<file path="src/verilog/i2c_regs_defs.svh">
// Constants of the two-wire register access slave.
// Assumes a 100 MHz system clock and a bus no faster than 400 kbit/s.
`ifndef I2C_REGS_DEFS_SVH
`define I2C_REGS_DEFS_SVH
`define SLAVE_ADDR 7'h1a
`define REG_COUNT 256
`define REG_RESET_VALUE 8'h00
`define CLK_PERIOD_NS 10
`define BUS_RATE_KBPS 400
`define MIN_SCL_LOW_NS 1300
`define MIN_SCL_LOW_CYC ((`MIN_SCL_LOW_NS + `CLK_PERIOD_NS - 1) / `CLK_PERIOD_NS)
`endif

</file>
<file path="src/verilog/i2c_regs_pkg.sv">
// Types shared by the two-wire register access slave.
// Assumes nothing beyond the defs header.
package i2c_regs_pkg;
  typedef enum logic [2:0] {
    ST_IDLE, ST_SELECT, ST_ADDR, ST_WDATA, ST_RDATA, ST_RACK
  } slave_state_e;
  typedef struct packed {
    logic we;
    logic [7:0] addr;
    logic [7:0] wdata;
  } reg_req_s;
endpackage

</file>
<file path="src/verilog/reg_file_mem.sv">
// Byte register store with registered read data.
// Assumes one request per cycle on the system clock.
`timescale 1ns/1ps
`include "i2c_regs_defs.svh"
module reg_file_mem
  import i2c_regs_pkg::*;
(
  input wire logic clk_i,
  input wire logic rst_i,
  input wire reg_req_s req_i,
  output logic [7:0] rdata_o
);
  logic [7:0] mem [`REG_COUNT];
  always_ff @(posedge clk_i) begin
    if (rst_i) begin
      for (int i = 0; i < `REG_COUNT; i++) begin
        mem[i] <= `REG_RESET_VALUE;
      end
      rdata_o <= 8'h00;
    end else begin
      if (req_i.we) begin
        mem[req_i.addr] <= req_i.wdata;
      end
      rdata_o <= mem[req_i.addr];
    end
  end
endmodule

</file>
<file path="src/verilog/i2c_reg_slave.sv">
// Two-wire bus slave giving an outside master byte access to the register store.
// Assumes scl/sda arrive asynchronously; sda is open drain, driven low when oe is high.
//
// Summary of operation
// RQ1 - Works at bus rates up to 400 kbit/s via 100 MHz oversampling.
// RQ2 - Slave only; never drives the clock, master starts every transfer.
// RQ3 - Data changes only while clock low; high-clock changes mean START/STOP.
// RQ4 - Falling data with clock high is START; START precedes each command.
// RQ5 - Rising data with clock high is STOP and ends the communication.
// RQ6 - Received data sampled on each rising clock edge.
// RQ7 - Master sends select byte MSB first: seven address bits then direction.
// RQ8 - Answers only to address 0011010, write select byte 0x34.
// RQ9 - Select byte LSB 1 means read, 0 means write.
// RQ10 - Matching address acknowledged on the ninth clock.
// RQ11 - Write: next byte loads and acknowledges the address pointer.
// RQ12 - Single data byte stored and acknowledged, then master stops.
// RQ13 - Further write bytes go to successively higher addresses until STOP; the code wraps the pointer from 0xff to 0x00.
// RQ14 - Read select acknowledged, then one byte shifted from current address.
// RQ15 - Multi-byte read returns consecutive addresses while master acknowledges.
// RQ16 - Active-low reset clears outputs and registers asynchronously; the code synchronises the pin and clears them on clk_i edges.
// RQ17 - Runs from own free clock, no master audio clock needed.
// RQ18 - Repeated START with read bit returns data from written address.
// RQ19 - Pointer advances after every byte written or read.
// RQ20 - Unacknowledged read byte releases data line and waits for START/STOP.
`timescale 1ns/1ps
`include "i2c_regs_defs.svh"
module i2c_reg_slave
  import i2c_regs_pkg::*;
(
  input wire logic clk_i,
  input wire logic srst_i,
  input wire logic reset_n_i,
  input wire logic scl_i,
  input wire logic sda_i,
  output logic sda_o,
  output logic sda_oe_o,
  output logic [7:0] addr_ptr_o,
  output logic busy_o
);
  // Reset pin is asynchronous to clk_i; it is synchronised and held [RQ16]
  logic [2:0] rst_sync;
  logic pin_rst;
  // Either reset source holds every register of the block except rst_sync and pin_rst, which only srst_i resets
  wire int_rst = srst_i || pin_rst;
  always_ff @(posedge clk_i) begin
    if (srst_i) begin
      rst_sync <= 3'h0;
    end else begin
      rst_sync <= {rst_sync[1:0], reset_n_i};
    end
  end
  always_ff @(posedge clk_i) begin
    if (srst_i) begin
      pin_rst <= 1'b1;
    end else if (!rst_sync[1] && !rst_sync[2]) begin
      pin_rst <= 1'b1;
    end else if (rst_sync[1] && rst_sync[2]) begin
      pin_rst <= 1'b0;
    end
  end

  // Three-stage pin synchronisers; a change counts when stages 2 and 3 agree [RQ1] [RQ17]
  logic [2:0] scl_sync;
  logic [2:0] sda_sync;
  logic scl_q;
  logic sda_q;
  always_ff @(posedge clk_i) begin
    if (int_rst) begin
      scl_sync <= 3'h7;
      sda_sync <= 3'h7;
      scl_q <= 1'b1;
      sda_q <= 1'b1;
    end else begin
      scl_sync <= {scl_sync[1:0], scl_i};
      sda_sync <= {sda_sync[1:0], sda_i};
      if (scl_sync[1] == scl_sync[2]) begin
        scl_q <= scl_sync[2];
      end
      if (sda_sync[1] == sda_sync[2]) begin
        sda_q <= sda_sync[2];
      end
    end
  end
  wire scl_new = (scl_sync[1] == scl_sync[2]) ? scl_sync[2] : scl_q;
  wire sda_new = (sda_sync[1] == sda_sync[2]) ? sda_sync[2] : sda_q;
  wire scl_rise = scl_new && !scl_q;
  wire scl_fall = !scl_new && scl_q;
  wire start_det = scl_q && scl_new && sda_q && !sda_new;  // [RQ3] [RQ4]
  wire stop_det = scl_q && scl_new && !sda_q && sda_new;   // [RQ3] [RQ5]

  slave_state_e state;
  logic [7:0] shreg;
  logic [3:0] bit_cnt;
  logic ack_phase;
  logic drive_low;
  logic [7:0] ptr;
  logic rd_load;
  reg_req_s req;
  logic [7:0] rdata;

  reg_file_mem u_mem (
    .clk_i(clk_i),
    .rst_i(int_rst),
    .req_i(req),
    .rdata_o(rdata)
  );

  wire byte_done = scl_fall && !ack_phase && (bit_cnt == 4'd8);
  wire addr_match = (shreg[7:1] == `SLAVE_ADDR);  // [RQ8]
  wire rd_dir = shreg[0];                          // [RQ9]
  wire [7:0] ptr_inc = ptr + 8'h01;

  // Byte shifting and acknowledge slot timing
  always_ff @(posedge clk_i) begin
    if (int_rst || start_det || stop_det) begin
      bit_cnt <= 4'd0;
      ack_phase <= 1'b0;
      shreg <= 8'h00;
    end else if (scl_rise && !ack_phase && state != ST_RDATA) begin
      shreg <= {shreg[6:0], sda_new};  // MSB first [RQ6] [RQ7]
      bit_cnt <= bit_cnt + 4'd1;
    end else if (scl_rise && !ack_phase) begin
      bit_cnt <= bit_cnt + 4'd1;
    end else if (byte_done) begin
      ack_phase <= 1'b1;  // Ninth clock [RQ10]
      bit_cnt <= 4'd0;
    end else if (scl_fall && ack_phase) begin
      ack_phase <= 1'b0;
    end
  end

  // Protocol sequencing
  always_ff @(posedge clk_i) begin
    if (int_rst) begin
      state <= ST_IDLE;
      ptr <= 8'h00;
      drive_low <= 1'b0;
      req <= '0;
      rd_load <= 1'b0;
    end else begin
      req.we <= 1'b0;
      rd_load <= 1'b0;
      if (start_det) begin
        state <= ST_SELECT;  // Also a repeated START [RQ18]
        drive_low <= 1'b0;
      end else if (stop_det) begin
        state <= ST_IDLE;  // [RQ5]
        drive_low <= 1'b0;
      end else begin
        unique case (state)
          ST_IDLE: begin
            drive_low <= 1'b0;
          end
          ST_SELECT: begin
            if (byte_done) begin
              drive_low <= addr_match;  // [RQ10]
              if (!addr_match) begin
                state <= ST_IDLE;
              end else if (rd_dir) begin
                state <= ST_RDATA;  // [RQ14]
                req.addr <= ptr;
                rd_load <= 1'b1;
              end else begin
                state <= ST_ADDR;
              end
            end else if (scl_fall && ack_phase) begin
              drive_low <= 1'b0;
            end
          end
          ST_ADDR: begin
            if (byte_done) begin
              ptr <= shreg;  // [RQ11]
              drive_low <= 1'b1;
              state <= ST_WDATA;
            end else if (scl_fall && ack_phase) begin
              drive_low <= 1'b0;
            end
          end
          ST_WDATA: begin
            if (byte_done) begin
              req.we <= 1'b1;
              req.addr <= ptr;
              req.wdata <= shreg;  // [RQ12] [RQ13]
              ptr <= ptr_inc;      // [RQ19]
              drive_low <= 1'b1;
            end else if (scl_fall && ack_phase) begin
              drive_low <= 1'b0;
            end
          end
          ST_RDATA: begin
            // Bits come from tx; the acknowledge drive ends as the ninth clock falls
            if (scl_fall && ack_phase) begin
              drive_low <= 1'b0;
            end else if (byte_done) begin
              drive_low <= 1'b0;  // Release for master acknowledge
              ptr <= ptr_inc;     // [RQ19]
              state <= ST_RACK;
            end
          end
          ST_RACK: begin
            if (scl_rise) begin
              if (sda_new) begin
                state <= ST_IDLE;  // No acknowledge: release and wait [RQ20]
              end else begin
                req.addr <= ptr;   // Next consecutive byte [RQ15]
                rd_load <= 1'b1;
              end
            end else if (scl_fall && ack_phase) begin
              state <= ST_RDATA;  // Acknowledged: next byte starts on this fall [RQ15]
            end
          end
          default: state <= ST_IDLE;
        endcase
      end
    end
  end

  // Read byte shifter loaded from the store, presented MSB first
  logic [7:0] tx;
  logic load_pend;
  always_ff @(posedge clk_i) begin
    if (int_rst) begin
      tx <= 8'h00;
      load_pend <= 1'b0;
    end else begin
      load_pend <= rd_load;
      if (load_pend) begin
        tx <= rdata;
      end else if (state == ST_RDATA && scl_fall && bit_cnt != 4'd8 && !ack_phase
                   && bit_cnt != 4'd0) begin
        tx <= {tx[6:0], 1'b0};
      end
    end
  end

  // SDA is open drain, and only ever pulled low; the clock pin is input only [RQ2]
  // Last bit stands through its high clock, so the line never moves while it is high
  wire send_bit = (state == ST_RDATA) && !ack_phase;  // [RQ3] [RQ14]
  wire tx_low = send_bit ? !tx[7] : 1'b0;
  assign sda_o = 1'b0;
  assign sda_oe_o = int_rst ? 1'b0 : (send_bit ? tx_low : drive_low);
  always_ff @(posedge clk_i) begin
    if (int_rst) begin
      addr_ptr_o <= 8'h00;
      busy_o <= 1'b0;
    end else begin
      addr_ptr_o <= ptr;
      busy_o <= (state != ST_IDLE);
    end
  end
endmodule

</file>
<file path="config.mk">
export PLATFORM = sky130hd
export DESIGN_NAME = i2c_reg_slave
export DESIGN_NICKNAME = d
export VERILOG_FILES = /design/src/verilog/i2c_regs_pkg.sv /design/src/verilog/reg_file_mem.sv /design/src/verilog/i2c_reg_slave.sv
export VERILOG_INCLUDE_DIRS = /design/src /design/src/verilog
export SDC_FILE = /design/constraint.sdc
export NUM_CORES = 2
export LEC_CHECK = 0
export BUFFER_PORTS_ARGS = -buffer_cell sky130_fd_sc_hd__buf_2
export CORE_ASPECT_RATIO = 1.1
export CORE_MARGIN = 5
export CORE_UTILIZATION = 35
export DETAILED_ROUTE_END_ITERATION = 8
export GPL_ROUTABILITY_DRIVEN = 0
export SYNTH_ARGS = -nofsm -noshare
export SYNTH_HDL_FRONTEND = slang
export SYNTH_SLANG_ARGS = --single-unit
</file>
<file path="constraint.sdc">
create_clock -name clk_i -period 3.35 [get_ports clk_i]
set_input_delay 0.5025 -clock clk_i [delete_from_list [all_inputs] [get_ports clk_i]]
set_output_delay 0.5025 -clock clk_i [all_outputs]
set_load 0.02 [all_outputs]
</file>
# Word-level counts from Yosys, hierarchy flattened

Memories as Yosys holds them, arrays and structs flattened. A register that Yosys moved wholly into a read port is not among the register bits.
Index checks and enable logic that the tools add are counted.

Memories kept: 1
Register bits after elaboration: 73
Bits in writable memories: 2048

Memory list:

| name      | depth | bits a word | read ports | clocked after memory_dff | write ports | RTL line           | source |
|---|---|---|---|---|---|---|---|
| u_mem.mem | 256   | 8           | 1          | 1                        | 256         | reg_file_mem.sv:13 | `` logic [7:0] mem [`REG_COUNT]; `` |

Mux-type cells: 54
Reductions and logical operators: 52
Add/sub/neg operators: 2
Equal/unequal tests: 30
Bitwise operators: 6

Operator list:

| cell                  | count |
|---|---|
| $mux W8               | 12 |
| $pmux W8 S3           | 2 |
| $mux W3               | 9 |
| $mux W1               | 24 |
| $ne A4 B4 Y1 const B  | 5 |
| $logic_and A1 B1 Y1   | 19 |
| $ne A2 B2 Y1 const B  | 9 |
| $mux W17              | 1 |
| $pmux W3 S5           | 1 |
| $reduce_and A7 Y1     | 2 |
| $mux W4               | 3 |
| $ne A3 B3 Y1 const B  | 4 |
| $reduce_bool A3 Y1    | 4 |
| $ne A5 B5 Y1 const B  | 2 |
| $reduce_and A9 Y1     | 1 |
| $add A8 B1 Y8 const B | 1 |
| $logic_not A1 Y1      | 8 |
| $reduce_bool A4 Y1    | 2 |
| $reduce_or A8 Y1      | 1 |
| $eq A7 B5 Y1 const B  | 1 |
| $eq A3 B2 Y1 const B  | 2 |
| $eq A3 B3 Y1 const B  | 2 |
| $not A1 Y1            | 6 |
| $reduce_or A2 Y1      | 3 |
| 16 further kinds      | 20 |

# Longest topological paths before layout

Depth after elaboration: 11
Gate-level depth with buffers: 13

# By module

Synthesis repeated with hierarchy kept, for this count alone.

Cell total of the unflattened synthesis: 6857
Area total of the unflattened synthesis: 98762.2 sq um

Modules (own cells, without submodules):

| module        | times used | area each (sq um) | sequential area each (sq um) | cells an instance |
|---|---|---|---|---|
| reg_file_mem  | 1          | 95629.2           | 61659.1                      | 6523 |
| i2c_reg_slave | 1          | 3133.0            | 1461.4                       | 334 |

# Worst setup path after synthesis

OpenSTA, ideal clock, no wires.

Path kind: register to register
Start point: register req[8] (netlist name)
End point: memory u_mem.mem[207][0], enable pin
Path buffers: 8
Data arrival time: 2431 ps
Cell stages (with the launch flop): 13
Slack: 591 ps
Data required time: 3021 ps
Cells stage by stage: dfxtp_1 buf_6 buf_8 buf_6 buf_6 buf_6 buf_6 nand3_1 nor2_1 buf_2 buf_2 nand2_1 nand2_1

RTL lines:

| element         | RTL line            | source |
|---|---|---|
| start, declared | i2c_reg_slave.sv:98 | `reg_req_s req;` |
| end, declared   | reg_file_mem.sv:13  |  |

==> summary.txt <==
Run status
  • Status: finished with violations
  • Failing checks: negative setup slack

Logic synthesis
  • Mean area per synthesized cell: 13.68 um2
  • Top_reg_cell synth: edfxtp_1
  • Commonest cells post-synth: edfxtp_1, and3_1, clkbuf_1
  • Most common cell in the netlist: edfxtp_1
  • Top post-synthesis cells by area: edfxtp_1, and3_1, mux4_2
  • Asr flop ratio synth: 0%
  • Post-synth top area share: 61.83%
  • Cells after synthesis: 7,272
  • Cell taking the most area after synthesis: edfxtp_1
  • Flops & latches, synth: 2,129
  • Mapped cell area: 0.09947 mm2
  • Distinct cells, synth: between 70 and 80
  • Synth Warn #: 0
  • Syn_nets: approximately 7,300
  • Number of synthesized flops with an enable pin: 2,048
  • Sequential share of the synthesized area: 63.46%

Clocking
  • CTS clock-pin slew for the worst setup and hold paths: about 60 ps
  • Worst-Skew Late Latency: 900 ps
  • CTS tree: done
  • Clock Sinks: around 2,100
  • Total CTS buffers: ~220
  • CTS root buf: clkbuf_16
  • CTS Buffer Depth: 3
  • H-tree depth: 4

Global route
  • Vias in the first global route: 62,853
  • Largest net degree at the start of global routing: 122
  • Total congestion overflow: 0
  • GRT Util Overall: 18.91%
  • Number of antenna violations at the first check in global routing: 14
  • First-pass GRT wire length: 426,800 um

Power and ir drop
  • P per Cell Area: roughly 470 mW/mm2
  • Lkg Pwr: 49.02 nW
  • Max VDD drop: 562.2 uV
  • Total power: ~0.053 W

Placement
  • IO Port Bufs: 14
  • Placed Cells: 10,689
  • Hpwl dp: 181,200 um

Layout
  • Layout Nets: 7,198
  • Post-route non-filler standard cell count: 11,117
  • Layout cells sized above 1: 19.29%
  • Synthesis-to-layout area growth: 14.89%
  • Fin util: roughly two fifths
  • Fillers: around 26,000

Critical path
  • Sequence of cells on the critical path: buf_16 -> or4b_2 -> o22ai_1 -> nor4_2 -> buf_4 -> a31oi_1 -> buf_4 -> a2111oi_2 -> buf_4 -> a2111oi_1
  • Critical Path Most Common Cell: buf_4
  • CP required: around 4000 ps
  • Startpoint Class: register
  • CP Capture Type: register
  • Crit path max fanout: 18
  • Slowest cell on crit path: or4b_2
  • Crit path kind: register to register
  • Crit path largest cell delay: between 800 and 900 ps
  • Crit path DAT: 4120 ps

STA
  • Setup TNS Final: -13.52 ps
  • Period utilization: 100.4%
  • Max-slew violation count: 0
  • Worst Tran Pin Value: 1086 ps
  • Fin. Hold Viols: 0
  • Rel. slew slack: 27.58%
  • Setup violations, final: 1
  • Final worst slack: -13.52 ps
  • Achievable frequency: about 0.3 GHz
  • Clock Skew: around 57 ps
  • Hold_ws: 383.7 ps
  • Crit path time final: 3364 ps

Detailed routing
  • Number of routed nets with antenna violations: 0
  • Wirelength per Cell: 25.94 um
  • Pre-Repair DR Iteration Count: 6
  • DRT iter0 DRCs: 7,187
  • DR vias: ~63,000
  • Via density per instance: 5.699
  • Detailed Route WL: 288,400 um
  • Drc violations: 0

Die
  • Initial Utilization: 35.13%
  • Die Ht: 569.1 um
  • Core area: approximately 0.28 mm2
  • # IOs: 16
  • Cell Rows: 205
  • Die Area: 0.2950 mm2
  • Die X-Extent: 518.3 um

Job
  • Max-cap violations: 0

Min path
  • Worst hold path type: input pin to register
-- metal layers --
layer / wire length [um] / track usage, % / vias up
li1: - / - / 27743
met5: 0 / 0 / -
met4: 10330 / 6.745 / 0
met1: 117100 / 25.38 / 32534
met2: 141000 / 31.48 / 2603
met3: 19970 / 2.665 / 472
-- what timing repair did --
item / in CTS / in global routing
gates resized for setup: 18 / 8
buffers inserted: 4 / 0
hold endpoints to repair: 7 / 0
gates cloned: 0 / 1
hold buffers: 5 / 0
endpoints found under the setup margin: 8 / 5
-- worst paths after layout --
kind	cells past startpoint	from	end	slack (ps)
worst max-delay path	10	req[8]	u_mem.rdata_o[0]	-10
worst min-delay path	3	sda_i	sda_sync[0]	380
worst max register to register	10	req[8]	u_mem.rdata_o[0]	-10
worst min register to register	1	sda_sync[0]	sda_sync[1]	420
-- state kept, by name, summed over array words and instances (netlist names) --
register and cells:
addr_ptr_o 8, sda_q 1, u_mem.mem 2048, req 17, sda_sync 3, ptr 8, bit_cnt 4, rst_sync 3
state 3, ack_phase 1, scl_sync 3, drive_low 1, pin_rst 1, rd_load 1, tx 8, scl_q 1
u_mem.rdata_o 8, busy_o 1, load_pend 1, shreg 8
-- area by class of cell --
cell class / count / area (um2) / area share [%]
Multi-Input combinational cell: 4180 / 32630 / 28.55
Clock inverter: 141 / 1464 / 1.281
Antenna cell: 9 / 22.52 / 0.01971
Inverter: 12 / 45.04 / 0.03941
Timing Repair Buffer: 652 / 6669 / 5.835
Clock buffer: 268 / 5630 / 4.927
Sequential cell: 2129 / 63170 / 55.27
Tap cell: 3726 / 4662 / 4.079
-- critical path, delay by kind of cell, from the launching register on --
| family | cells | cell delay (ps) |
|---|---|---|
| AND/OR/NAND/NOR | 2 | 960 |
| flip-flops | 1 | 370 |
| AO/OA/AOI/OAI | 4 | 1160 |
| buffers and inverters | 4 | 720 |
-- cells by family after synthesis --
family          after synthesis  synth area share (%)
buf+inv                     963                 4.142
flops                      2129                 63.46
mux                         721                 12.05
other cells                   1              0.003770
simple gates               2957                 16.89
xor+xnor                      1              0.008807
fa+ha+maj                     4               0.04780
compound gates              496                 3.396
-- cell usage in the layout (no fill, tap or decap), types with 18 or more instances in the layout --
cell / count
mux2_2: 19
clkinv_2: 34
clkinv_1: 56
dfxtp_1: 66
mux2i_1: 324
nor2_4: 27
edfxtp_1: 2048
a22oi_1: 107
a21oi_1: 92
nand3_1: 77
mux4_2: 361
a31oi_1: 19
buf_4: 491
clkbuf_1: 49
clkbuf_16: 217
and2_1: 83
a221oi_1: 34
and3_1: 1980
nand2_1: 588
buf_12: 139
nand2b_1: 18
bufinv_16: 23
o21ai_0: 70
o22ai_1: 62
nor2_1: 67
-- power by group --
group / switching, W / leakage (nW) / internal [W]
Sequential: 0.0000156 / 25.9 / 0.0288
Clock: 0.0106 / 3.43 / 0.0138
Combinational: 0.0000466 / 19.7 / 0.0000328
-- stage by stage --
step | instance area, um2 | setup WS (ps)
after global routing | 114300 | -3.634
after CTS | 114200 | 13.39
after floorplan | 99470 | 590.7
final | 114300 | -13.52
after global placement | 106900 | -607.6
after detailed placement | 106900 | -527.1
Power figures use the tool's default switching activity.
